--- src/opaddr_consts.svh ---
/*
  constants for the operand addressing register file: sizes, field
  positions, masks and reset values.
  assumes it is included by bare name from the package and the modules.
*/
`ifndef OPADDR_CONSTS_SVH
`define OPADDR_CONSTS_SVH

// register file shape
`define OA_NREG 16
`define OA_RNUM_W 4
`define OA_WORD_W 16
`define OA_BYTE_W 8
`define OA_SEG_W 7
`define OA_DATA_W 64
`define OA_ADDR_W 32

// reset content of every word register
`define OA_RESET_WORD 16'h0000
`define OA_ZERO_REG 4'h0

// segmented address field layout, long form (32 bits)
`define OA_LONG_FLAG 31
`define OA_LONG_SEG_HI 30
`define OA_LONG_SEG_LO 24
`define OA_LONG_PAD_HI 23
`define OA_LONG_PAD_LO 16
// segmented address field layout, short form (16 bits)
`define OA_SHORT_SEG_HI 14
`define OA_SHORT_SEG_LO 8
`define OA_SHORT_OFF_HI 7
`define OA_SHORT_OFF_LO 0
`define OA_ZERO_BYTE 8'h00

// immediate truncation masks
`define OA_IMM4_MASK 32'h0000000f
`define OA_IMM8_MASK 32'h000000ff
`define OA_IMM16_MASK 32'h0000ffff
`define OA_IMM32_MASK 32'hffffffff

`endif

--- src/opaddr_pkg.sv ---
/*
  types shared by the operand addressing register file: modes, sizes,
  instruction classes and the request / answer carriers.
  assumes opaddr_consts.svh is on the include path.
*/
`include "opaddr_consts.svh"

package opaddr_pkg;

  // operand addressing mode
  typedef enum logic [1:0] {MD_IMM, MD_REG, MD_IND, MD_DIR} mode_e;
  // operand size taken from the instruction
  typedef enum logic [1:0] {SZ_BYTE, SZ_WORD, SZ_LONG, SZ_QUAD} size_e;
  // instruction class, only the three 64-bit ones may use a quadruple
  typedef enum logic [1:0] {
    IC_PLAIN, IC_DIVIDE_LONG, IC_SIGN_EXTEND_LONG, IC_MULTIPLY_LONG
  } iclass_e;
  // how many low bits of an immediate are used
  typedef enum logic [1:0] {IW_4, IW_8, IW_16, IW_32} immw_e;

  typedef logic [`OA_WORD_W-1:0] word_t;
  typedef logic [`OA_DATA_W-1:0] data_t;

  // request from the instruction decoder
  typedef struct packed {
    logic valid;
    logic wr;
    mode_e mode;
    size_e size;
    iclass_e iclass;
    immw_e immw;
    logic io;
    logic seg;
    logic [`OA_RNUM_W-1:0] rnum;
    logic [`OA_ADDR_W-1:0] imm;
    logic [`OA_ADDR_W-1:0] afield;
    data_t wdata;
  } req_s;

  // resolved operand or address
  typedef struct packed {
    logic valid;
    logic illegal;
    logic has_addr;
    logic io;
    logic seg;
    logic [`OA_SEG_W-1:0] segnum;
    word_t offset;
    data_t data;
  } ans_s;

endpackage : opaddr_pkg

--- src/seg_addr_former.sv ---
/*
  splits a segmented address word into segment number and offset, for
  either the long form or, when allowed, the short form.
  assumes a purely combinational use inside the register file.
*/
`include "opaddr_consts.svh"

module seg_addr_former (
  // address as stored or encoded
  input wire logic [`OA_ADDR_W-1:0] field,
  input wire logic allow_short,
  // split result
  output logic [`OA_SEG_W-1:0] segnum,
  output logic [`OA_WORD_W-1:0] offset,
  output logic bad
);

  // long or short form decided by the flag bit alone
  always_comb begin
    // [RL14] long form layout
    if (field[`OA_LONG_FLAG]) begin
      segnum = field[`OA_LONG_SEG_HI:`OA_LONG_SEG_LO];
      offset = field[`OA_WORD_W-1:0];
      // pad byte must be clear, else the word is not a valid long address
      bad = (field[`OA_LONG_PAD_HI:`OA_LONG_PAD_LO] != `OA_ZERO_BYTE);
    end else begin
      // [RL15] short form packed word
      segnum = field[`OA_SHORT_SEG_HI:`OA_SHORT_SEG_LO];
      // [RL13] offset only 0 to 255
      offset = {`OA_ZERO_BYTE, field[`OA_SHORT_OFF_HI:`OA_SHORT_OFF_LO]};
      // a register pair always holds the long form
      bad = !allow_short;
    end
  end

endmodule : seg_addr_former

--- src/operand_addressing_regfile.sv ---
/*
  sixteen word general register file with byte, pair and quadruple
  views, plus resolution of immediate, register, indirect and direct
  operands into data or (segmented) addresses.
  assumes the instruction decoder drives req synchronously to ref_clk
  and reads ans one cycle later; bus cycles happen elsewhere.
*/
// How it works
// [RL1] sixteen word registers, any readable and writable
// [RL2] byte views of registers 0-7, other byte kept
// [RL3] pairs start at even number only
// [RL4] quads start at 0, 4, 8, 12 only
// [RL5] quads only for the three long instructions
// [RL6] register width follows instruction size
// [RL7] immediate uses its low 4/8/16/32 bits
// [RL8] indirect memory via word or pair, not zero
// [RL9] indirect io address from word 1-15
// [RL10] direct address 16 bits nonsegmented and io
// [RL11] segmented direct takes short or long form
// [RL12] long form: 7-bit segment, 16-bit offset
// [RL13] short form offset limited to 0-255
// [RL14] long high word: flag set, low byte zero
// [RL15] short form flagged by clear top bit
// [RL16] bad register numbers reported as illegal
`include "opaddr_consts.svh"

module operand_addressing_regfile (
  // clock, reset and enable
  input wire logic ref_clk,
  input wire logic rst,
  input wire logic clk_en,
  // request from the decoder
  input wire opaddr_pkg::req_s req,
  // resolved operand, one cycle after the request
  output opaddr_pkg::ans_s ans
);

  // register array and its next value
  opaddr_pkg::word_t regs_q [`OA_NREG];
  opaddr_pkg::word_t regs_d [`OA_NREG];
  // registered answer
  opaddr_pkg::ans_s ans_q;
  opaddr_pkg::ans_s ans_d;

  // register number views
  logic [`OA_RNUM_W-1:0] rn;
  logic [`OA_RNUM_W-1:0] pair_hi;
  logic [`OA_RNUM_W-1:0] pair_lo;
  logic [`OA_RNUM_W-1:0] quad_0;
  logic [`OA_RNUM_W-1:0] quad_1;
  logic [`OA_RNUM_W-1:0] quad_2;
  logic [`OA_RNUM_W-1:0] quad_3;
  logic [2:0] bsel; // byte register's word
  logic blow; // low byte selected
  logic is_zero; // register zero named

  // legality checks
  logic pair_bad;
  logic quad_bad;
  logic reg_bad;
  logic illegal;
  logic do_write;

  // segmented address splits
  logic [`OA_SEG_W-1:0] ind_seg;
  opaddr_pkg::word_t ind_off;
  logic ind_fmt_bad;
  logic [`OA_SEG_W-1:0] dir_seg;
  opaddr_pkg::word_t dir_off;
  logic dir_fmt_bad;

  // helper state for the byte preservation check only
  logic [`OA_BYTE_W-1:0] keep_q;
  logic [2:0] keep_sel_q;
  logic keep_low_q;
  logic keep_chk_q;

  // register numbers of pair and quad members come from bit slicing so
  // an odd start never wraps into a neighbouring group
  always_comb begin
    rn = req.rnum;
    bsel = rn[2:0];
    blow = rn[`OA_RNUM_W-1];
    is_zero = (rn == `OA_ZERO_REG);
    pair_hi = {rn[3:1], 1'h0};
    pair_lo = {rn[3:1], 1'h1};
    quad_0 = {rn[3:2], 2'h0};
    quad_1 = {rn[3:2], 2'h1};
    quad_2 = {rn[3:2], 2'h2};
    quad_3 = {rn[3:2], 2'h3};
  end

  // pair contents read as a long-form segmented address
  // [RL8] segmented indirect via pair
  seg_addr_former ind_former (
    .field({regs_q[pair_hi], regs_q[pair_lo]}),
    .allow_short(1'h0),
    .segnum(ind_seg),
    .offset(ind_off),
    .bad(ind_fmt_bad)
  );

  // instruction address field, either form accepted
  // [RL11] short or long direct
  seg_addr_former dir_former (
    .field(req.afield),
    .allow_short(1'h1),
    .segnum(dir_seg),
    .offset(dir_off),
    .bad(dir_fmt_bad)
  );

  // legality of the register number for the requested view
  always_comb begin
    // [RL3] odd pair start refused
    pair_bad = rn[0];
    // [RL4] quad start must be a multiple of four
    // [RL5] quads reserved for the long instructions
    quad_bad = (rn[1:0] != 2'h0) || (req.iclass == opaddr_pkg::IC_PLAIN);
    // [RL6] view picked by the instruction size
    case (req.size)
      opaddr_pkg::SZ_LONG: reg_bad = pair_bad;
      opaddr_pkg::SZ_QUAD: reg_bad = quad_bad;
      default: reg_bad = 1'h0;
    endcase
    // [RL16] mode specific refusals
    case (req.mode)
      opaddr_pkg::MD_REG: illegal = reg_bad;
      opaddr_pkg::MD_IND: begin
        if (req.io || !req.seg) begin
          // [RL9] register zero never an address
          illegal = is_zero;
        end else begin
          // [RL8] pair zero and odd pairs refused
          illegal = is_zero || pair_bad || ind_fmt_bad;
        end
      end
      opaddr_pkg::MD_DIR: illegal = req.seg && !req.io && dir_fmt_bad;
      default: illegal = 1'h0;
    endcase
    // writes only through a legal register operand
    do_write = req.valid && req.wr && (req.mode == opaddr_pkg::MD_REG) && !illegal;
  end

  // next register contents
  always_comb begin
    for (int i = 0; i < `OA_NREG; i++) begin
      regs_d[i] = regs_q[i];
    end
    if (do_write) begin
      case (req.size)
        // [RL2] byte write keeps the other byte
        opaddr_pkg::SZ_BYTE: begin
          if (blow) begin
            regs_d[bsel] = {regs_q[bsel][`OA_WORD_W-1:`OA_BYTE_W], req.wdata[`OA_BYTE_W-1:0]};
          end else begin
            regs_d[bsel] = {req.wdata[`OA_BYTE_W-1:0], regs_q[bsel][`OA_BYTE_W-1:0]};
          end
        end
        // [RL1] plain word write
        opaddr_pkg::SZ_WORD: regs_d[rn] = req.wdata[`OA_WORD_W-1:0];
        // [RL3] pair, high word in the even register
        opaddr_pkg::SZ_LONG: begin
          regs_d[pair_hi] = req.wdata[31:16];
          regs_d[pair_lo] = req.wdata[15:0];
        end
        // [RL4] quad, most significant word first
        opaddr_pkg::SZ_QUAD: begin
          regs_d[quad_0] = req.wdata[63:48];
          regs_d[quad_1] = req.wdata[47:32];
          regs_d[quad_2] = req.wdata[31:16];
          regs_d[quad_3] = req.wdata[15:0];
        end
        default: regs_d[rn] = regs_q[rn];
      endcase
    end
  end

  // answer for the current request
  always_comb begin
    ans_d = '0;
    ans_d.valid = req.valid;
    ans_d.illegal = req.valid && illegal;
    ans_d.io = req.io;
    ans_d.seg = req.seg && !req.io;
    case (req.mode)
      // [RL7] immediate truncated to its used width
      opaddr_pkg::MD_IMM: begin
        case (req.immw)
          opaddr_pkg::IW_4: ans_d.data = opaddr_pkg::data_t'(req.imm & `OA_IMM4_MASK);
          opaddr_pkg::IW_8: ans_d.data = opaddr_pkg::data_t'(req.imm & `OA_IMM8_MASK);
          opaddr_pkg::IW_16: ans_d.data = opaddr_pkg::data_t'(req.imm & `OA_IMM16_MASK);
          default: ans_d.data = opaddr_pkg::data_t'(req.imm & `OA_IMM32_MASK);
        endcase
      end
      // [RL6] register read at the instruction's width
      opaddr_pkg::MD_REG: begin
        case (req.size)
          opaddr_pkg::SZ_BYTE: begin
            // [RL2] byte read from registers 0-7
            if (blow) begin
              ans_d.data = opaddr_pkg::data_t'(regs_q[bsel][`OA_BYTE_W-1:0]);
            end else begin
              ans_d.data = opaddr_pkg::data_t'(regs_q[bsel][`OA_WORD_W-1:`OA_BYTE_W]);
            end
          end
          opaddr_pkg::SZ_WORD: ans_d.data = opaddr_pkg::data_t'(regs_q[rn]);
          opaddr_pkg::SZ_LONG: ans_d.data = opaddr_pkg::data_t'({regs_q[pair_hi], regs_q[pair_lo]});
          default: ans_d.data = {regs_q[quad_0], regs_q[quad_1], regs_q[quad_2], regs_q[quad_3]};
        endcase
      end
      // indirect: address held in a register
      opaddr_pkg::MD_IND: begin
        ans_d.has_addr = 1'h1;
        if (req.io || !req.seg) begin
          // [RL9] io and nonsegmented take a word register
          ans_d.offset = regs_q[rn];
        end else begin
          ans_d.segnum = ind_seg;
          ans_d.offset = ind_off;
        end
      end
      // direct: address from the instruction
      default: begin
        ans_d.has_addr = 1'h1;
        if (req.io || !req.seg) begin
          // [RL10] only the low 16 bits count
          ans_d.offset = req.afield[`OA_WORD_W-1:0];
        end else begin
          // [RL12] segment and offset of either form, full 16 bits long, 0-255 short
          ans_d.segnum = dir_seg;
          ans_d.offset = dir_off;
        end
      end
    endcase
    // illegal operands carry no data, so nothing runs on garbage
    if (ans_d.illegal) begin
      ans_d.data = '0;
      ans_d.offset = '0;
      ans_d.segnum = '0;
    end
  end

  // state update, frozen while clk_en is low
  always_ff @(posedge ref_clk) begin
    if (rst) begin
      for (int i = 0; i < `OA_NREG; i++) begin
        regs_q[i] <= `OA_RESET_WORD;
      end
      ans_q <= '0;
    end else if (clk_en) begin
      regs_q <= regs_d;
      ans_q <= ans_d;
    end
  end

  assign ans = ans_q;

  // snapshot of the untouched byte for the check below
  always_ff @(posedge ref_clk) begin
    if (rst) begin
      keep_q <= `OA_ZERO_BYTE;
      keep_sel_q <= 3'h0;
      keep_low_q <= 1'h0;
      keep_chk_q <= 1'h0;
    end else if (clk_en) begin
      keep_q <= blow ? regs_q[bsel][`OA_WORD_W-1:`OA_BYTE_W] : regs_q[bsel][`OA_BYTE_W-1:0];
      keep_sel_q <= bsel;
      keep_low_q <= blow;
      keep_chk_q <= do_write && (req.size == opaddr_pkg::SZ_BYTE);
    end
  end

  // [RL2] other byte unchanged
  byte_keep_a: assert property (@(posedge ref_clk) disable iff (rst) // [RL2]
    keep_chk_q |-> (keep_low_q ? regs_q[keep_sel_q][`OA_WORD_W-1:`OA_BYTE_W]
      : regs_q[keep_sel_q][`OA_BYTE_W-1:0]) == keep_q)
    else $error("byte write disturbed the other byte");

  // [RL3] odd pair refused
  pair_odd_a: assert property (@(posedge ref_clk) disable iff (rst) // [RL3]
    clk_en && req.valid && req.mode == opaddr_pkg::MD_REG
      && req.size == opaddr_pkg::SZ_LONG && req.rnum[0] |=> ans_q.illegal)
    else $error("odd pair not flagged");

  // [RL4] misaligned quad refused
  quad_align_a: assert property (@(posedge ref_clk) disable iff (rst) // [RL4]
    clk_en && req.valid && req.mode == opaddr_pkg::MD_REG
      && req.size == opaddr_pkg::SZ_QUAD && req.rnum[1:0] != 2'h0 |=> ans_q.illegal)
    else $error("misaligned quad not flagged");

  // [RL5] quad with plain instruction refused
  quad_class_a: assert property (@(posedge ref_clk) disable iff (rst) // [RL5]
    clk_en && req.valid && req.mode == opaddr_pkg::MD_REG && req.size == opaddr_pkg::SZ_QUAD
      && req.iclass == opaddr_pkg::IC_PLAIN |=> ans_q.illegal && ans_q.data == '0)
    else $error("quad used by a plain instruction");

  // [RL7] four bit immediate
  imm_four_a: assert property (@(posedge ref_clk) disable iff (rst) // [RL7]
    clk_en && req.valid && req.mode == opaddr_pkg::MD_IMM && req.immw == opaddr_pkg::IW_4
      |=> ans_q.data == opaddr_pkg::data_t'($past(req.imm) & `OA_IMM4_MASK))
    else $error("immediate not truncated to 4 bits");

  // [RL9] register zero as address
  ind_zero_a: assert property (@(posedge ref_clk) disable iff (rst) // [RL9]
    clk_en && req.valid && req.mode == opaddr_pkg::MD_IND && req.rnum == `OA_ZERO_REG
      |=> ans_q.illegal ##1 (!clk_en || !$past(req.valid) || ans_q.valid))
    else $error("register zero accepted as address");

  // [RL10] io direct address
  io_direct_a: assert property (@(posedge ref_clk) disable iff (rst) // [RL10]
    clk_en && req.valid && req.mode == opaddr_pkg::MD_DIR && req.io
      |=> !ans_q.illegal && !ans_q.seg && ans_q.offset == $past(req.afield[15:0]))
    else $error("io direct address wrong");

  // [RL12] long form split
  long_form_a: assert property (@(posedge ref_clk) disable iff (rst) // [RL12]
    clk_en && req.valid && req.mode == opaddr_pkg::MD_DIR && req.seg && !req.io
      && req.afield[31] && req.afield[23:16] == 8'h00
      |=> !ans_q.illegal && ans_q.segnum == $past(req.afield[30:24])
        && ans_q.offset == $past(req.afield[15:0]))
    else $error("long form address split wrong");

  // [RL13] short form offset bound
  short_off_a: assert property (@(posedge ref_clk) disable iff (rst) // [RL13]
    clk_en && req.valid && req.mode == opaddr_pkg::MD_DIR && req.seg && !req.io
      && !req.afield[`OA_LONG_FLAG] |=> !ans_q.illegal && ans_q.offset[15:8] == 8'h00
        && ans_q.segnum == $past(req.afield[14:8]))
    else $error("short form offset out of range");

endmodule : operand_addressing_regfile

--- config.mk ---
export PLATFORM = sky130hd
export DESIGN_NAME = operand_addressing_regfile
export DESIGN_NICKNAME = d
export VERILOG_FILES = /design/src/opaddr_pkg.sv /design/src/seg_addr_former.sv /design/src/operand_addressing_regfile.sv
export VERILOG_INCLUDE_DIRS = /design/src
export SDC_FILE = /design/constraint.sdc
export NUM_CORES = 2
export LEC_CHECK = 0
export BUFFER_PORTS_ARGS = -buffer_cell sky130_fd_sc_hd__buf_2
export CAP_MARGIN = 20
export CELL_PAD_IN_SITES_DETAIL_PLACEMENT = 0
export CELL_PAD_IN_SITES_GLOBAL_PLACEMENT = 1
export CORE_ASPECT_RATIO = 1.5
export CORE_MARGIN = 2
export CORE_UTILIZATION = 50
export DETAILED_ROUTE_END_ITERATION = 8
export PLACE_DENSITY = 0.93
export SLEW_MARGIN = 15
export SYNTH_ARGS = -nofsm -noshare
export SYNTH_HDL_FRONTEND = slang
export SYNTH_SLANG_ARGS = --single-unit
--- constraint.sdc ---
create_clock -name ref_clk -period 4.18 [get_ports ref_clk]
set_input_delay 0.836 -clock ref_clk [delete_from_list [all_inputs] [get_ports ref_clk]]
set_output_delay 0.836 -clock ref_clk [all_outputs]
set_load 0.005 [all_outputs]
==> impl_metrics.csv <==
group,metric,value,unit
worst_hold_path,hold_path.class,"reg2reg",
critical_path,path_cells,"buf_4 > buf_12 > o21bai_1 > a21oi_2 > o211ai_2 > buf_4 > or2_2 > nor2_1 > o22ai_1 > nor2_1",
critical_path,crit_path_max_incr_delay,0.61,ns
cells_and_area,drive_gt1_share,22.1,%
placed_design,gp_congestion,1.12,
floorplan,die_h,291,um
clocking,cts.sinks,348,
yosys,synth_edf_count,0,
cells_and_area,fillerInstances,5308,
critical_path,critPathBufInv,3,
sta,setup_viol_count_final,0,
placed_design,io_buffers,238,
yosys,syn_nets,3621,
clocking,cts_setup_buffers,0,
detailed_routing,vias,35099,
critical_path,required,4.64,ns
grt,antenna_found_initial,24,
sta,slew-limit-headroom,10.9,%
floorplan,dieArea,56800,um^2
detailed_routing,drc,4,
sta,slew_viol_final,0,
detailed_routing,ant_nets,0,
detailed_routing,wl_per_cell,40.8,um
cells_and_area,final_cells,4317,
critical_path,crit_path_start_kind,"input pin",
yosys,netlist_instances,3474,
detailed_routing,drt-pass1-iter-count,9,
floorplan,coreArea,54500,um^2
yosys,synth_top_area_cell,"dfxtp_1",
placed_design,dp.cells,4225,
yosys,async_flop_share,0,%
floorplan,start_util,50.4,%
grt,grt_first_pass_wirelength,248000,um
power,power.leakage,11.2,nW
sta,post-route-period-util,89.6,%
clocking,clock_latency,0.60,ns
yosys,synth_area_leaders,"dfxtp_1 (25%), mux4_2 (10%), nand2_1 (7.0%), a21oi_1 (6.6%), o21ai_0 (5.5%)",
clocking,cts_root_buffer,"clkbuf_16",
run_status,status,"finished with violations",
sta,skew,0.0278,ns
cells_and_area,nNetsFinal,3719,
detailed_routing,routed_via_density,8.13,
clocking,hold_buffers,0,
clocking,clk_pin_slew,0.07,ns
power,peakVddDrop,0.308,mV
sta,max_slew.worst_pin.slew,1.33,ns
cells_and_area,syn_to_final_growth,13.1,%
job,max_cap_violations,0,
placed_design,placed_cell_area,29700,um^2
power,power,0.00901,W
detailed_routing,drtIter0Drc,5980,
yosys,yosys_warnings,0,
grt,grt_remaining_overflow,0,
grt,grt_usage,60.8,%
detailed_routing,routed_wl,176000,um
critical_path,cp.depth,10,
floorplan,die_w,195,um
power,powerDensity,290,nW/um^2
yosys,synth-seq-cells,348,
clocking,ctsResizeCount,0,
grt,grt_pass1_vias,32330,
yosys,synth_area,27500,um^2
yosys,yosysTopAreaCellShare,25.4,%
sta,finalSetupTns,0,ns
critical_path,worst_path_max_delay_cell,"o21bai_1",
sta,min_period,3.74,ns
run_status,violations,"DRC",
sta,fmax,0.267,GHz
critical_path,path_class,"in2reg",
grt,grt_max_degree,117,
critical_path,reg2reg_slack,0.88,ns
critical_path,r2r-end,"ans[1]$_SDFFE_PP0P_",
critical_path,worstPathMaxFanout,35,
sta,final_hold_viol_count,0,
critical_path,rr_worst_depth,9,
critical_path,endpoint_kind,"flip-flop",
critical_path,worst_path_dominant_cell_family,"compound AO/OA/AOI/OAI gates",
clocking,cts_tree,"built",
clocking,h-tree-depth,2,
clocking,clock_path_buffers,3,
yosys,synth.distinct_cells,97,
critical_path,crit_arrival,4.21,ns
placed_design,dp_hpwl,124000,um
cells_and_area,stdcell_area,31000,um^2
sta,rsz0062_at_grt,"false",
yosys,ys_seq_area_share,25.4,%
clocking,cts_made_buffers,39,
yosys,synthFlopType,"dfxtp_1",
critical_path,startpoint,"req[129]",
floorplan,rows,105,
floorplan,io_pins,239,
yosys,syn_area_per_cell,7.90,um^2
[synth_stat cells (16+ instances only)]
cell and count:
mux2i_1 115, nor3_1 45, nand2_1 512, a222oi_1 19, a311oi_1 88, buf_1 16, clkbuf_1 277, nor2b_1 22
nor2_1 225, o211ai_1 57, buf_4 26, buf_2 82, or3_1 20, mux2_2 44, nand3_1 61, o221a_2 34
o21ai_0 303, a21oi_1 362, a22oi_1 56, a221oi_1 105, o22ai_1 77, a32oi_1 32, a22o_1 44, dfxtp_1 348
a211oi_1 49, a31oi_1 19, mux4_2 123, a221o_1 24, o221ai_1 46
[area by class of cell]
cell class / instances / area [um^2] / area share (%)
timing repair buffer: 475 / 3240 / 10.4
inverter: 14 / 52.6 / 0.169
sequential: 348 / 6970 / 22.4
clock inverter: 18 / 231 / 0.746
clock buffer: 47 / 1030 / 3.31
multi-input combinational: 2694 / 18600 / 59.9
tap: 695 / 870 / 2.80
antenna: 26 / 65.1 / 0.210
[worst register-to-register path: cells and delay by family, from the launching register on]
family,cells,cell delay (ns)
buf+inv,2,0.43
mux,2,0.94
simple gates,3,0.77
compound gates,2,0.63
flops,1,0.47
[report_power, final]
part           switching (W)  leakage [nW]  internal, W  total, W
combinational        0.00135          7.74     0.000569   0.00192
sequential         0.0000534          2.81      0.00334   0.00340
clock                0.00164         0.617      0.00206   0.00370
total                0.00304          11.2      0.00597   0.00901
[worst min-delay path by stage]
stage                                     from                   end  slack, ns  cells after the start
final                     ans[30]$_SDFFE_PP0P_  ans[30]$_SDFFE_PP0P_       0.45                      2
after global routing      ans[65]$_SDFFE_PP0P_  ans[65]$_SDFFE_PP0P_       0.47                      2
after CTS                 ans[30]$_SDFFE_PP0P_  ans[30]$_SDFFE_PP0P_       0.45                      2
after detailed placement  ans[30]$_SDFFE_PP0P_  ans[30]$_SDFFE_PP0P_       0.44                      2
after global placement    ans[28]$_SDFFE_PP0P_  ans[28]$_SDFFE_PP0P_       0.43                      2
after floorplan           ans[66]$_SDFFE_PP0P_  ans[66]$_SDFFE_PP0P_       0.44                      2
[cell usage in the layout, fill, tap and decap left out, types with 26 or more instances in the layout]
cell type	netlist	final
nand2_1	512	511
a21oi_1	362	361
dfxtp_1	348	348
o21ai_0	303	303
buf_2	82	231
buf_4	26	222
nor2_1	225	221
mux4_2	123	123
mux2i_1	115	115
a221oi_1	105	105
a311oi_1	88	88
o22ai_1	77	77
nand3_1	61	61
o211ai_1	57	57
a22oi_1	56	56
a211oi_1	49	49
o221ai_1	46	46
nor3_1	45	45
mux2_2	44	44
a22o_1	44	44
clkbuf_16	0	39
o221a_2	34	34
a32oi_1	32	32
diode_2	0	26
[per-stage QoR]
step	hold slack [ns]	utilization (%)	setup WS (ns)
3_3_place_gp	0.430	54.5	0.365
2_1_floorplan	0.444	-	1.21
6_report	0.448	56.9	0.435
3_5_place_dp	0.438	54.5	0.365
5_1_grt	0.470	56.9	0.566
4_1_cts	0.452	56.8	0.950
[routing by layer]
layer | track usage [%] | wire length [um] | vias up
li1 | - | - | 13652
met1 | 64.5 | 54400 | 16464
met2 | 84.0 | 69600 | 3589
met3 | 31.9 | 28500 | 1382
met4 | 60.8 | 23300 | 12
met5 | 3.19 | 159 | -
[logic make-up after synthesis]
family,synth area share [%]
flip-flops,25.4
buffers and inverters,7.21
AO/OA/AOI/OAI,35.2
AND/OR/NAND/NOR,15.7
multiplexers,16.5
(Power assumes the default switching activity.)
